### config.mk
export PLATFORM = sky130hd
export DESIGN_NAME = bsc_device_flat
export DESIGN_NICKNAME = d
export VERILOG_FILES = /design/src/logic/bsc_pkg.sv /design/src/logic/bsc_link_if.sv /design/src/logic/bsc_device.sv /design/src/flat_wrapper.sv
export SDC_FILE = /design/constraint.sdc
export NUM_CORES = 1
export LEC_CHECK = 0
export BUFFER_PORTS_ARGS = -buffer_cell sky130_fd_sc_hd__buf_4
export CAP_MARGIN = 10
export CORE_ASPECT_RATIO = 1.1
export CORE_MARGIN = 2
export CORE_UTILIZATION = 60
export DETAILED_ROUTE_END_ITERATION = 8
export GPL_ROUTABILITY_DRIVEN = 0
export PLACE_DENSITY = 0.79
export SYNTH_ARGS = -nofsm -noshare
export SYNTH_HDL_FRONTEND = slang
export SYNTH_SLANG_ARGS = --single-unit
### constraint.sdc
create_clock -name clk_sys -period 8.52 [get_ports clk_sys]
set_clock_uncertainty 0.2 [all_clocks]
set_input_delay 1.278 -clock clk_sys [delete_from_list [all_inputs] [get_ports clk_sys]]
set_output_delay 1.278 -clock clk_sys [all_outputs]
set_load 0.01 [all_outputs]
### src/logic/bsc_pkg.sv
// Shared constants for the barometric sensor control link and both ends
package bsc_pkg;
    localparam int          ADDR_W       = 7;
    localparam int          DATA_W       = 8;
    // Device register offsets
    localparam logic [6:0]  ADR_INT_CFG  = 7'h0B;
    localparam logic [6:0]  ADR_THS_LOW  = 7'h0C;
    localparam logic [6:0]  ADR_THS_HIGH = 7'h0D;
    localparam logic [6:0]  ADR_IF_CTRL  = 7'h0E;
    localparam logic [6:0]  ADR_IDENT    = 7'h0F;
    localparam logic [6:0]  ADR_ACQ_CTRL = 7'h10;
    localparam logic [6:0]  ADR_CTRL_TWO = 7'h11;
    localparam logic [6:0]  ADR_REF_LOW  = 7'h15;
    localparam logic [6:0]  ADR_REF_HIGH = 7'h16;
    localparam logic [6:0]  ADR_INT_SRC  = 7'h24;
    localparam logic [6:0]  ADR_PRS_XL   = 7'h28;
    localparam logic [6:0]  ADR_PRS_L    = 7'h29;
    localparam logic [6:0]  ADR_PRS_H    = 7'h2A;
    localparam logic [6:0]  ADR_TMP_L    = 7'h2B;
    localparam logic [6:0]  ADR_TMP_H    = 7'h2C;
    // Field positions
    localparam int          B_AREF_EN    = 7;
    localparam int          B_AREF_CLR   = 6;
    localparam int          B_DIFF_INTERRUPT_ENABLE    = 3;
    localparam int          B_LATCH      = 2;
    localparam int          B_PLE        = 1;
    localparam int          B_PHE        = 0;
    localparam int          B_SDA_PU     = 4;
    localparam int          B_SDO_PU     = 3;
    localparam int          B_PD_DIS     = 2;
    localparam int          B_I2C_DIS    = 0;
    localparam int          B_LPF_EN     = 3;
    localparam int          B_LPF_CFG    = 2;
    localparam int          B_BDU        = 1;
    localparam int          B_SIM        = 0;
    localparam int          B_ADD_INC    = 4;
    localparam int          B_LOW_NOISE  = 1;
    localparam int          B_ONE_SHOT   = 0;
    localparam int          B_SRC_PH     = 0;
    localparam int          B_SRC_PL     = 1;
    localparam int          B_SRC_IA     = 2;
    // Reset values and masks
    localparam logic [7:0]  RST_ZERO     = 8'h00;
    localparam logic [7:0]  RST_CTRL_TWO = 8'h10;
    localparam logic [7:0]  MSK_INT_CFG  = 8'h8F;
    localparam logic [7:0]  MSK_THS_HIGH = 8'h7F;
    localparam logic [7:0]  MSK_IF_CTRL  = 8'h1D;
    localparam logic [7:0]  MSK_ACQ_CTRL = 8'h7F;
    localparam logic [7:0]  MSK_CTRL_TWO = 8'h12;
    // Timing: base tick of 1/600 s serves every rate as whole ticks
    localparam int          CLK_HZ       = 125_000_000;
    localparam int          BASE_TICK_HZ = 600;
    localparam int          TICK_CYCLES  = CLK_HZ / BASE_TICK_HZ;
    // Host APB register offsets
    localparam logic [11:0] APB_CMD      = 12'h000;
    localparam logic [11:0] APB_STATUS   = 12'h004;
    localparam int          CMD_WDATA_LO = 8;
    localparam int          CMD_WRITE    = 16;
    localparam int          ST_BUSY      = 8;
    localparam int          ST_IRQ       = 9;
    typedef enum logic [2:0] {
        BSC_ODR_OFF, BSC_ODR_1, BSC_ODR_10, BSC_ODR_25,
        BSC_ODR_50, BSC_ODR_75, BSC_ODR_100, BSC_ODR_200
    } bsc_odr_t;
endpackage

### src/logic/bsc_link_if.sv
// Register access link between host controller and sensor device
interface bsc_link_if;
    logic       req;
    logic       we;
    logic [6:0] addr;
    logic [7:0] wdata;
    logic [7:0] rdata;
    logic       ack;
    logic       irq_pin;
    modport dev (
        input  req, we, addr, wdata,
        output rdata, ack, irq_pin
    );
    modport host (
        output req, we, addr, wdata,
        input  rdata, ack, irq_pin
    );
endinterface

### src/logic/bsc_device.sv
// Sensor device end: register file, acquisition control, threshold events
// Contract
// - Diff is measured minus reference; output raw.
// - Auto-ref bit self-clears; host clears mode.
// - Setting auto-ref captures next pressure as reference.
// - Threshold is 15-bit unsigned, hPa times 16.
// - Events need diff enable and one side.
// - High above threshold, low below negative.
// - Threshold split low 7:0, high 14:8.
// - Pad pull-up and pull-down control bits.
// - Two-wire port disable bit; both on.
// - Rate select decode, reset zero.
// - Top two rates force low-noise off.
// - Rate zero is power-down, outputs kept.
// - One-shot only from power-down, self-clears.
// - Nonzero rate acquires every period.
// - Bandwidth OUTPUT_RATE_SELECT/2, OUTPUT_RATE_SELECT/9 or OUTPUT_RATE_SELECT/20.
// - Hold outputs until all three bytes read.
// - Host reads pressure high byte last.
// - Host should enable hold when slow.
// - Three-wire select chooses SPI wiring.
// - Acquisition control bit layout, bit 7 zero.
module bsc_device #(
    parameter int         TICK_CYCLES = bsc_pkg::TICK_CYCLES,
    parameter logic [7:0] IDENT_CODE  = 8'h5A  // Arbitrary value
) (
    input  wire logic    clk_sys,
    input  wire logic    rst,
    bsc_link_if.dev      link,
    output logic         acq_start,
    input  wire logic    acq_done,
    input  wire logic [23:0] meas_pressure,
    input  wire logic [15:0] meas_temp,
    output logic         low_noise_active,
    output logic [4:0]   bandwidth_divisor,
    output logic         data_line_pullup_enable,
    output logic         serial_out_pullup_enable,
    output logic         irq_pin_pulldown_disable,
    output logic         two_wire_port_disable,
    output logic         three_wire_select
);
    initial begin
        if (TICK_CYCLES < 2) begin
            $error("TICK_CYCLES must be at least 2");
        end
    end

    typedef enum logic {ACQ_IDLE, ACQ_BUSY} bsc_acq_t;

    logic [7:0]  int_cfg_reg, ths_low_reg, ths_high_reg, if_ctrl_reg;
    logic [7:0]  acq_ctrl_reg, ctrl_two_reg, int_src_reg, rdata_reg;
    logic [15:0] ref_reg;
    logic        aref_active_reg, ack_reg, acq_start_reg;
    logic [23:0] prs_out_reg;
    logic [15:0] tmp_out_reg;
    logic [2:0]  read_mask_reg;
    logic [31:0] tick_cnt_reg;
    logic [9:0]  rate_cnt_reg;
    bsc_acq_t    acq_state_reg;
    logic [4:0]  bw_reg;
    logic        ln_reg;

    logic        wr_hit, rd_hit, period_hit, os_start, start_now, done_now;
    logic [2:0]  output_rate_select;
    logic [14:0] threshold_value;
    logic signed [16:0] diff_pressure;
    logic        high_evt, low_evt;

    // Ticks of base rate per output period
    function automatic logic [9:0] period_ticks(input logic [2:0] sel);
        case (bsc_pkg::bsc_odr_t'(sel))
            bsc_pkg::BSC_ODR_1:   period_ticks = 10'd600;
            bsc_pkg::BSC_ODR_10:  period_ticks = 10'd60;
            bsc_pkg::BSC_ODR_25:  period_ticks = 10'd24;
            bsc_pkg::BSC_ODR_50:  period_ticks = 10'd12;
            bsc_pkg::BSC_ODR_75:  period_ticks = 10'd8;
            bsc_pkg::BSC_ODR_100: period_ticks = 10'd6;
            bsc_pkg::BSC_ODR_200: period_ticks = 10'd3;
            default:              period_ticks = 10'd1;
        endcase
    endfunction

    assign wr_hit = link.req && !ack_reg && link.we;
    assign rd_hit = link.req && !ack_reg && !link.we;
    assign output_rate_select    = acq_ctrl_reg[6:4];
    assign done_now = (acq_state_reg == ACQ_BUSY) && acq_done;

    assign os_start = wr_hit && link.addr == bsc_pkg::ADR_CTRL_TWO
                      && link.wdata[bsc_pkg::B_ONE_SHOT]
                      && output_rate_select == 3'h0 && !ctrl_two_reg[bsc_pkg::B_ONE_SHOT];
    // no start with rate zero except one-shot
    assign start_now = acq_state_reg == ACQ_IDLE
                       && (ctrl_two_reg[bsc_pkg::B_ONE_SHOT]
                           || (output_rate_select != 3'h0 && period_hit));

    assign threshold_value = {ths_high_reg[6:0], ths_low_reg};
    assign diff_pressure = $signed({1'b0, meas_pressure[23:8]})
                           - $signed({1'b0, ref_reg});
    // compare against positive and negative threshold
    assign high_evt = diff_pressure > $signed({2'b00, threshold_value});
    assign low_evt  = diff_pressure < -$signed({2'b00, threshold_value});

    // Link answer and read data
    always_ff @(posedge clk_sys or posedge rst) begin
        if (rst) begin
            ack_reg   <= 1'b0;
            rdata_reg <= bsc_pkg::RST_ZERO;
        end else begin
            ack_reg <= link.req && !ack_reg;
            if (rd_hit) begin
                case (link.addr)
                    bsc_pkg::ADR_INT_CFG:  rdata_reg <= int_cfg_reg;
                    bsc_pkg::ADR_THS_LOW:  rdata_reg <= ths_low_reg;
                    bsc_pkg::ADR_THS_HIGH: rdata_reg <= ths_high_reg;
                    bsc_pkg::ADR_IF_CTRL:  rdata_reg <= if_ctrl_reg;
                    bsc_pkg::ADR_IDENT:    rdata_reg <= IDENT_CODE;
                    bsc_pkg::ADR_ACQ_CTRL: rdata_reg <= acq_ctrl_reg;
                    bsc_pkg::ADR_CTRL_TWO: rdata_reg <= ctrl_two_reg;
                    bsc_pkg::ADR_REF_LOW:  rdata_reg <= ref_reg[7:0];
                    bsc_pkg::ADR_REF_HIGH: rdata_reg <= ref_reg[15:8];
                    bsc_pkg::ADR_INT_SRC:  rdata_reg <= int_src_reg;
                    bsc_pkg::ADR_PRS_XL:   rdata_reg <= prs_out_reg[7:0];
                    bsc_pkg::ADR_PRS_L:    rdata_reg <= prs_out_reg[15:8];
                    bsc_pkg::ADR_PRS_H:    rdata_reg <= prs_out_reg[23:16];
                    bsc_pkg::ADR_TMP_L:    rdata_reg <= tmp_out_reg[7:0];
                    bsc_pkg::ADR_TMP_H:    rdata_reg <= tmp_out_reg[15:8];
                    default:               rdata_reg <= bsc_pkg::RST_ZERO;
                endcase
            end
        end
    end

    // Plain configuration registers
    always_ff @(posedge clk_sys or posedge rst) begin
        if (rst) begin
            ths_low_reg  <= bsc_pkg::RST_ZERO;
            ths_high_reg <= bsc_pkg::RST_ZERO;
            if_ctrl_reg  <= bsc_pkg::RST_ZERO;
            acq_ctrl_reg <= bsc_pkg::RST_ZERO;
        end else if (wr_hit) begin
            case (link.addr)
                bsc_pkg::ADR_THS_LOW:  ths_low_reg <= link.wdata;
                bsc_pkg::ADR_THS_HIGH:
                    ths_high_reg <= link.wdata & bsc_pkg::MSK_THS_HIGH;
                bsc_pkg::ADR_IF_CTRL:
                    if_ctrl_reg <= link.wdata & bsc_pkg::MSK_IF_CTRL;
                bsc_pkg::ADR_ACQ_CTRL:
                    acq_ctrl_reg <= link.wdata & bsc_pkg::MSK_ACQ_CTRL;
                default: ;
            endcase
        end
    end

    // Control two, one-shot self-clear
    always_ff @(posedge clk_sys or posedge rst) begin
        if (rst) begin
            ctrl_two_reg <= bsc_pkg::RST_CTRL_TWO;
        end else begin
            if (wr_hit && link.addr == bsc_pkg::ADR_CTRL_TWO) begin
                ctrl_two_reg <= (link.wdata & bsc_pkg::MSK_CTRL_TWO)
                                | {7'h00, os_start};
            end else if (done_now) begin
                ctrl_two_reg[bsc_pkg::B_ONE_SHOT] <= 1'b0;
            end
        end
    end

    // Interrupt configuration and auto-reference
    always_ff @(posedge clk_sys or posedge rst) begin
        if (rst) begin
            int_cfg_reg     <= bsc_pkg::RST_ZERO;
            ref_reg         <= 16'h0000;
            aref_active_reg <= 1'b0;
        end else begin
            if (done_now && int_cfg_reg[bsc_pkg::B_AREF_EN]) begin
                ref_reg         <= meas_pressure[23:8];
                aref_active_reg <= 1'b1;
                int_cfg_reg[bsc_pkg::B_AREF_EN] <= 1'b0;
            end
            if (wr_hit && link.addr == bsc_pkg::ADR_INT_CFG) begin
                // Write wins over self-clear
                int_cfg_reg <= link.wdata & bsc_pkg::MSK_INT_CFG;
                // clear bit returns to normal mode
                if (link.wdata[bsc_pkg::B_AREF_CLR]) begin
                    aref_active_reg <= 1'b0;
                end
            end
        end
    end

    // Threshold event flags, cleared on read, set wins
    always_ff @(posedge clk_sys or posedge rst) begin
        if (rst) begin
            int_src_reg <= bsc_pkg::RST_ZERO;
        end else begin
            if (rd_hit && link.addr == bsc_pkg::ADR_INT_SRC) begin
                int_src_reg <= bsc_pkg::RST_ZERO;
            end
            // gated by diff enable and side enables
            if (done_now && aref_active_reg
                && int_cfg_reg[bsc_pkg::B_DIFF_INTERRUPT_ENABLE]) begin
                if (int_cfg_reg[bsc_pkg::B_PHE] && high_evt) begin
                    int_src_reg[bsc_pkg::B_SRC_PH] <= 1'b1;
                    int_src_reg[bsc_pkg::B_SRC_IA] <= 1'b1;
                end
                if (int_cfg_reg[bsc_pkg::B_PLE] && low_evt) begin
                    int_src_reg[bsc_pkg::B_SRC_PL] <= 1'b1;
                    int_src_reg[bsc_pkg::B_SRC_IA] <= 1'b1;
                end
            end
        end
    end

    // Output data with block update hold
    always_ff @(posedge clk_sys or posedge rst) begin
        if (rst) begin
            prs_out_reg   <= 24'h000000;
            tmp_out_reg   <= 16'h0000;
            read_mask_reg <= 3'h7;
        end else begin
            if (rd_hit && link.addr >= bsc_pkg::ADR_PRS_XL
                && link.addr <= bsc_pkg::ADR_PRS_H) begin
                read_mask_reg[link.addr[1:0]] <= 1'b1;
            end
            // hold until all three bytes read
            if (done_now && (!acq_ctrl_reg[bsc_pkg::B_BDU]
                             || read_mask_reg == 3'h7)) begin
                prs_out_reg   <= meas_pressure;
                tmp_out_reg   <= meas_temp;
                read_mask_reg <= 3'h0;
            end
        end
    end

    always_ff @(posedge clk_sys or posedge rst) begin
        if (rst) begin
            tick_cnt_reg <= 32'h00000000;
            rate_cnt_reg <= 10'h000;
            period_hit   <= 1'b0;
        end else begin
            period_hit <= 1'b0;
            if (output_rate_select == 3'h0) begin
                tick_cnt_reg <= 32'h00000000;
                rate_cnt_reg <= 10'h000;
            end else if (tick_cnt_reg == 32'(TICK_CYCLES - 1)) begin
                tick_cnt_reg <= 32'h00000000;
                if (rate_cnt_reg >= period_ticks(output_rate_select) - 10'd1) begin
                    rate_cnt_reg <= 10'h000;
                    period_hit   <= 1'b1;
                end else begin
                    rate_cnt_reg <= rate_cnt_reg + 10'd1;
                end
            end else begin
                tick_cnt_reg <= tick_cnt_reg + 32'd1;
            end
        end
    end

    // Acquisition sequencer
    always_ff @(posedge clk_sys or posedge rst) begin
        if (rst) begin
            acq_state_reg <= ACQ_IDLE;
            acq_start_reg <= 1'b0;
        end else begin
            acq_start_reg <= 1'b0;
            case (acq_state_reg)
                ACQ_IDLE: begin
                    if (start_now) begin
                        acq_start_reg <= 1'b1;
                        acq_state_reg <= ACQ_BUSY;
                    end
                end
                ACQ_BUSY: begin
                    if (acq_done) begin
                        acq_state_reg <= ACQ_IDLE;
                    end
                end
                default: acq_state_reg <= ACQ_IDLE;
            endcase
        end
    end

    // Analog mode outputs
    always_ff @(posedge clk_sys or posedge rst) begin
        if (rst) begin
            bw_reg <= 5'd2;
            ln_reg <= 1'b0;
        end else begin
            if (!acq_ctrl_reg[bsc_pkg::B_LPF_EN]) begin
                bw_reg <= 5'd2;
            end else if (acq_ctrl_reg[bsc_pkg::B_LPF_CFG]) begin
                bw_reg <= 5'd20;
            end else begin
                bw_reg <= 5'd9;
            end
            ln_reg <= ctrl_two_reg[bsc_pkg::B_LOW_NOISE]
                      && output_rate_select != 3'h6 && output_rate_select != 3'h7;
        end
    end

    assign link.ack     = ack_reg;
    assign link.rdata   = rdata_reg;
    assign link.irq_pin = int_src_reg[bsc_pkg::B_SRC_IA];
    assign acq_start         = acq_start_reg;
    assign low_noise_active  = ln_reg;
    assign bandwidth_divisor = bw_reg;
    assign data_line_pullup_enable  = if_ctrl_reg[bsc_pkg::B_SDA_PU];
    assign serial_out_pullup_enable = if_ctrl_reg[bsc_pkg::B_SDO_PU];
    assign irq_pin_pulldown_disable = if_ctrl_reg[bsc_pkg::B_PD_DIS];
    assign two_wire_port_disable    = if_ctrl_reg[bsc_pkg::B_I2C_DIS];
    assign three_wire_select = acq_ctrl_reg[bsc_pkg::B_SIM];
endmodule

### src/flat_wrapper.sv
// flat-port wrapper written by rule: the top's interface ports become plain ports
module bsc_device_flat 
#(
    parameter int         TICK_CYCLES = bsc_pkg::TICK_CYCLES,
    parameter logic [7:0] IDENT_CODE  = 8'h5A                    
)
  (clk_sys, rst, acq_start, acq_done, meas_pressure, meas_temp, low_noise_active, bandwidth_divisor, data_line_pullup_enable, serial_out_pullup_enable, irq_pin_pulldown_disable, two_wire_port_disable, three_wire_select, link_req, link_we, link_addr, link_wdata, link_rdata, link_ack, link_irq_pin);
  bsc_link_if link_i ();
  input  wire logic clk_sys;
  input  wire logic rst;
  output logic acq_start;
  input  wire logic acq_done;
  input  wire logic [23:0] meas_pressure;
  input  wire logic [15:0] meas_temp;
  output logic low_noise_active;
  output logic [4:0] bandwidth_divisor;
  output logic data_line_pullup_enable;
  output logic serial_out_pullup_enable;
  output logic irq_pin_pulldown_disable;
  output logic two_wire_port_disable;
  output logic three_wire_select;
  input wire logic [$bits(link_i.req)-1:0] link_req;
  input wire logic [$bits(link_i.we)-1:0] link_we;
  input wire logic [$bits(link_i.addr)-1:0] link_addr;
  input wire logic [$bits(link_i.wdata)-1:0] link_wdata;
  output wire logic [$bits(link_i.rdata)-1:0] link_rdata;
  output wire logic [$bits(link_i.ack)-1:0] link_ack;
  output wire logic [$bits(link_i.irq_pin)-1:0] link_irq_pin;
  assign link_i.req = link_req;
  assign link_i.we = link_we;
  assign link_i.addr = link_addr;
  assign link_i.wdata = link_wdata;
  assign link_rdata = link_i.rdata;
  assign link_ack = link_i.ack;
  assign link_irq_pin = link_i.irq_pin;
  bsc_device #(.TICK_CYCLES(TICK_CYCLES), .IDENT_CODE(IDENT_CODE)) u_core (.clk_sys(clk_sys), .rst(rst), .link(link_i), .acq_start(acq_start), .acq_done(acq_done), .meas_pressure(meas_pressure), .meas_temp(meas_temp), .low_noise_active(low_noise_active), .bandwidth_divisor(bandwidth_divisor), .data_line_pullup_enable(data_line_pullup_enable), .serial_out_pullup_enable(serial_out_pullup_enable), .irq_pin_pulldown_disable(irq_pin_pulldown_disable), .two_wire_port_disable(two_wire_port_disable), .three_wire_select(three_wire_select));
endmodule
==> results of run 1 <==
## stage by stage
| stage | std cells | hold slack, ps | util [%] | setup WS (ps) | power (uW) |
|---|---|---|---|---|---|
| after global placement | 1184 | 260.3 | 66.50 | 3485 | 1422 |
| after detailed placement | 1184 | 272.7 | 66.50 | 3370 | 1441 |
| final | 1216 | 276.5 | 70.80 | 3759 | 2274 |
| after floorplan | 942 | 195.5 | - | 2872 | 1283 |
| after global routing | 1216 | 316.1 | 70.80 | 3389 | 2378 |
| after CTS | 1216 | 282.6 | 70.80 | 3821 | 2274 |
## final timing paths
path                       slack, ps                              from                                end  cells past startpoint
max                             3760                  meas_pressure[8]    u_core.int_src_reg[2]$_DFF_PP0_                     19
min in group asynchronous        800                               rst      u_core.ref_reg[0]$_DFFE_PP0P_                      2
min reg2reg                      280  u_core.tick_cnt_reg[0]$_DFF_PP0_   u_core.tick_cnt_reg[0]$_DFF_PP0_                      1
max in group asynchronous       5990                               rst  u_core.prs_out_reg[2]$_DFFE_PP0P_                      3
max reg2reg                     4290     u_core.ref_reg[0]$_DFFE_PP0P_    u_core.int_src_reg[2]$_DFF_PP0_                     17
min                              280  u_core.tick_cnt_reg[0]$_DFF_PP0_   u_core.tick_cnt_reg[0]$_DFF_PP0_                      1
## area by class of cell
cell class              instances  area (sq um)  share of cell area [%]
clock inverters                15         224.0                   2.093
clock buffers                  17         425.4                   3.976
inverters                      47         181.4                   1.696
flip-flops and latches        155          3885                   36.31
repair buffers                 83         623.1                   5.823
well taps                     196         245.2                   2.292
multi-input cells             703          5116                   47.81
## cells in the mapped netlist, types with 12 or more instances
master	n
a21oi_1	39
a22oi_1	12
and3_1	19
buf_2	12
clkbuf_1	22
dfrtp_1	150
ha_1	62
inv_1	44
mux2_2	92
nand2_1	73
nand3_1	32
nand4_1	17
nor2_1	86
nor2b_1	12
nor3_1	19
o21ai_0	38
xnor2_1	27
xor2_1	23
## cell usage in the layout, fill, tap and decap left out, types with 17 or more instances in the layout
cell | netlist | layout
buf_4 | 2 | 83
xnor2_1 | 27 | 27
mux2_2 | 92 | 92
nand3_1 | 32 | 32
xor2_1 | 23 | 23
inv_1 | 44 | 43
ha_1 | 62 | 62
nor3_1 | 19 | 19
nand4_1 | 17 | 17
and3_1 | 19 | 19
o21ai_0 | 38 | 38
nor2_1 | 86 | 86
dfrtp_1 | 150 | 150
clkbuf_16 | 0 | 17
a21oi_1 | 39 | 38
nand2_1 | 73 | 73
## logic make-up (layout without fill, tap and decap cells)
logic type / Yosys count / after routing / share of synthesized area [%]
muxes: 98 / 98 / 11.88
buffers and inverters: 84 / 162 / 3.699
DFF: 155 / 155 / 41.62
adders and majority gates: 63 / 63 / 8.524
AOI/OAI and AO/OA: 176 / 176 / 12.65
xor gates and xnor gates: 50 / 50 / 4.691
and+or+nand+nor: 315 / 315 / 16.90
other: 1 / 1 / 0.04017
## where the power goes
part	total (uW)	switching (uW)	leakage, uW	internal (uW)
Combinational	496	250	0.00239	247
Sequential	941	90.4	0.00204	850
Clock	837	357	0.000315	480
## worst register-to-register path, stage by stage (launching register included)
cell and delay, ps:
dfrtp_1 450, ha_1 210, inv_1 50, fa_1 410, a211oi_1 230, o21ai_0 190, o21ai_0 280, nand2b_1 130
nor3_1 240, o31ai_1 130, xor2_1 180, ha_1 220, a211oi_1 200, o21ai_0 140, a2111oi_0 380, nor2_1 120
o21ai_0 250, nand3b_1 110
## per-layer routing
metal | track usage [%] | vias up | share of wire, %
li1 | - | 3535 | -
met1 | 39.19 | 3642 | 40
met2 | 46.99 | 325 | 47
met3 | 5.701 | 74 | 7.6
met4 | 13.92 | 0 | 4.7
met5 | 0 | - | 0
==> impl_metrics.ini, run 1 <==
[global_routing]
grt_overflow = 0
grt_pass1_wl_um = 37590
first_global_vias = 7344
grt.total_usage_pct = 29.64
grt_max_degree = 87
antenna_found_initial = 0

[drt]
post_drt_wl_per_cell_um = 19.39
ant_nets = 0
first_iter_violations = 798
post-route-drc-count = 0
routed_wl_um = 23580
viasPerCell = 6.230
num_vias = 7576
dr.pass1.iters = 6

[place]
hpwl_um = 17420
place_area_sq_um = 10050
io_buffers = 81

[layout]
area_growth_pct = 14.62
layout.nets = 1130
n_fill_cell = 1076
antenna_cells = 0
fin_area_sq_um = 10700
largest_reg_flops = 32
drive_above_1_share_pct = 22.35

[yosys]
synth-seq-cells = 155
yosysTopAreaCell = dfrtp_1
syn_area_per_cell_sq_um = 9.910
synthArstFlopShare_pct = 100.0
synth_edf_count = 0
synth_top_area_share_pct = 40.21
netlist_area_sq_um = 9335
ys_warn_count = 0
synth_fp_nets = 1065
synth_area_leaders = dfrtp_1, mux2_2, ha_1
synth.yosys.seq_area_share_pct = 41.62
synth_flop_cell = dfrtp_1
netlist_instances = 942
synth_cell_types = 69

[critical_path]
crit_chain = buf_4 -> inv_1 -> ha_1 -> inv_1 -> fa_1 -> a211oi_1 -> o21ai_0 -> o21ai_0 -> nand2b_1 -> nor3_1 -> o31ai_1 -> xor2_1 -> ha_1 -> a211oi_1 -> o21ai_0 -> a2111oi_0 -> nor2_1 -> o21ai_0 -> nand3b_1
crit_family = compound AO/OA/AOI/OAI gates
crit_path_max_fanout = 3
cp.arrival_ps = 4870
crit_required_ps = 8630
cpMostUsedCell = o21ai_0
critical_path.max_stage_delay_ps = 410
crit_type = input pin to flop
slowest_stage = fa_1
cp_num_buf_inv = 3
crit_path_end_kind = flop
cp-start-kind = input pin

[sta]
grt_setup_unrepaired = false
finalSetupViolations = 0
finalCritPeriodShare_pct = 55.88
slew_viol_final = 0
slew_headroom_pct = 31.48
tightest_slew_ps = 1025
finalCriticalPeriod_ps = 4761
fmaxAchievable_mhz = 210.0
hold_violations = 0
final.setup.tns_ps = 0

[clocking]
cts_root_buf = clkbuf_16
clk_pin_slew_ps = 70
htree_levels = 4
cts_setup_buffers = 0
clock-sinks = 155
cts_resized = 0
clock_latency_ps = 440
cts_tree = yes
numCtsBuffers = 17
ctsHoldBuffers = 0
clk_path_buf_depth = 2

[power]
ir_drop_v = 0.0001834
power_density_nw_per_um2 = 212.5
p_leak_uw = 0.004755

[floorplan]
core_sq_um = 15110
start_util_pct = 61.77
io_pins = 82
fp.dieW_um = 122.9
die_h_um = 134.8
rows = 47
dieArea_sq_um = 16570

[run]
maxCapViolCount = 0

[outcome]
outcome = finished, final reports clean

[worst_hold_path]
worst_hold_path_type = flop to flop
Power figures use the tool's default switching activity.
==> run 2: changes to the inputs <==
==> constraint.sdc (replaced) <==
create_clock -name clk_sys -period 4.55 [get_ports clk_sys]
set_clock_uncertainty 0.2 [all_clocks]
set_input_delay 0.6825 -clock clk_sys [delete_from_list [all_inputs] [get_ports clk_sys]]
set_output_delay 0.6825 -clock clk_sys [all_outputs]
set_load 0.01 [all_outputs]
==> run 2 against run 1 <==
  * Worst hold slack got worse by 14 ps
  * Highest routed layer unchanged
  * Largest power group unchanged
  * Combinational power increased by 90%
  * Total power rose by 81%
  * Critical endpoint unchanged
==> impl_metrics.ini, run 2 (synthesis gave the netlist of run 1 again) <==
[outcome]
outcome = finished, final reports clean

[global_routing]
first_global_vias = 7533
grt.total_usage_pct = 30.94
grt_overflow = 0
antenna_found_initial = 0
grt_pass1_wl_um = 39210
grt_max_degree = 62

[clocking]
cts_setup_buffers = 0
cts_root_buf = clkbuf_16
clock-sinks = 155
clk_path_buf_depth = 2
cts_tree = yes
numCtsBuffers = 17
clk_pin_slew_ps = 70
clock_latency_ps = 430
htree_levels = 4

[power]
ir_drop_v = 0.0003151
p_leak_uw = 0.004730
finalPower_uw = 4111
power_density_nw_per_um2 = 385.6

[critical_path]
rr_startpoint = u_core.ref_reg[0]$_DFFE_PP0P_
crit_required_ps = 4660
worstRegToRegCells = 17
cp.arrival_ps = 4170
reg2reg_to = u_core.int_src_reg[2]$_DFF_PP0_
cp-start-kind = flop
reg2reg_slack_ps = 490
crit_type = flop to flop
crit_path_end_kind = flop
crit_path_max_fanout = 3

[sta]
fmaxAchievable_mhz = 246.3
slew_viol_final = 0
finalCritPeriodShare_pct = 89.22
tightest_slew_ps = 1083
grt_setup_unrepaired = false
whs_ps = 262.9
finalSetupViolations = 0
hold_violations = 0
slew_headroom_pct = 27.64
finalCriticalPeriod_ps = 4059

[worst_hold_path]
hold_start = link_wdata[6]
hold_end = u_core.aref_active_reg$_DFF_PP0_
min_path_cells = 2
worst_hold_path_type = input pin to flop

[layout]
final_common_cell = dfrtp_1
layout_common_cells = dfrtp_1, mux2_2, nor2_1
finalNonFillerCells = 1219
layout.nets = 1133
area_growth_pct = 14.21
final_core_util_pct = 70.54
largest_reg_flops = 32
drive_above_1_share_pct = 22.39
multi_input_area_sq_um = 5117
n_fill_cell = 1105
antenna_cells = 0
regArea_sq_um = 3885

[floorplan]
start_util_pct = 61.77
dieArea_sq_um = 16570
rows = 47
io_pins = 82
fp.dieW_um = 122.9
core_sq_um = 15110
die_h_um = 134.8

[place]
io_buffers = 81
dpl.cell_count = 1187
hpwl_um = 18180

[drt]
post-route-drc-count = 0
viasPerCell = 6.288
dr.pass1.iters = 5
post_drt_wl_per_cell_um = 20.02
first_iter_violations = 804
ant_nets = 0
num_vias = 7665
routed_wl_um = 24400

[run]
maxCapViolCount = 0
==> run 2: cell types whose count changed in the layout (fill, tap and decap cells not counted), moves of 2 or more <==
cell        before  now
inv_8            6    2
buf_4           83   85
bufinv_16        3    1
clkbuf_1         0    2
clkinv_8         2    0
clkinvlp_4       1    3
inv_6            3    5
o21ai_0         38   36
o21ai_1          1    3
==> run 2: per-stage QoR <==
step	setup WS (ps)	setup TNS [ps]	instance area (sq um)
finish	490.7	0	10660
floorplan	522.5	0	9339
CTS	341.7	0	10660
detailed placement	-55.71	-70.25	10080
global route	67.10	0	10660
global placement	125.2	0	10080
==> run 2: repair_timing <==
item                       CTS  global route
resized for setup            0             3
setup endpoints to repair    0             2
hold endpoints to repair     0             0
hold buffers                 0             0
==> run 2: layout make-up <==
type | count | share of cell area [%]
inverter | 47 | 1.690
tap | 196 | 2.300
sequential | 155 | 36.44
clock inverter | 12 | 1.209
timing repair buffer | 86 | 6.173
clock buffer | 20 | 4.190
multi-input combinational | 703 | 48.00
==> run 2: layer usage <==
metal  track usage [%]  routed length, um  vias up
met3             5.152               1544       87
met2             49.63              11580      328
li1                  -                  -     3544
met4             14.30               1181        0
met5                 0                  0        -
met1             41.01              10100     3706
==> run 2: worst max-delay path by stage <==
stage	startpoint	slack [ps]	endpoint	depth (start not counted)
2_1_floorplan	meas_pressure[8]	520	u_core.int_src_reg[2]$_DFF_PP0_	17
3_3_place_gp	meas_pressure[8]	130	u_core.int_src_reg[2]$_DFF_PP0_	19
3_5_place_dp	meas_pressure[8]	-60	u_core.int_src_reg[2]$_DFF_PP0_	19
4_1_cts	u_core.ref_reg[0]$_DFFE_PP0P_	340	u_core.int_src_reg[2]$_DFF_PP0_	17
5_1_grt	u_core.ref_reg[0]$_DFFE_PP0P_	70	u_core.int_src_reg[2]$_DFF_PP0_	16
6_report	u_core.ref_reg[0]$_DFFE_PP0P_	490	u_core.int_src_reg[2]$_DFF_PP0_	17
==> run 2: worst max-delay path, stage by stage, from the launching register on <==
cell       delay (ps)
dfrtp_1           450
ha_1              210
inv_1              50
fa_1              410
a211oi_1          220
o21ai_0           200
o21ai_1           210
nand2b_1          100
nor3_1            220
o31ai_1           120
xor2_1            170
ha_1              220
a211oi_1          190
o21ai_0           140
a2111oi_1         410
nor2_1            110
o21ai_1           200
nand3b_1          100
==> run 2: power breakdown <==
part | switching (uW) | internal [uW]
Combinational | 475 | 466
Clock | 622 | 785
Sequential | 170 | 1590
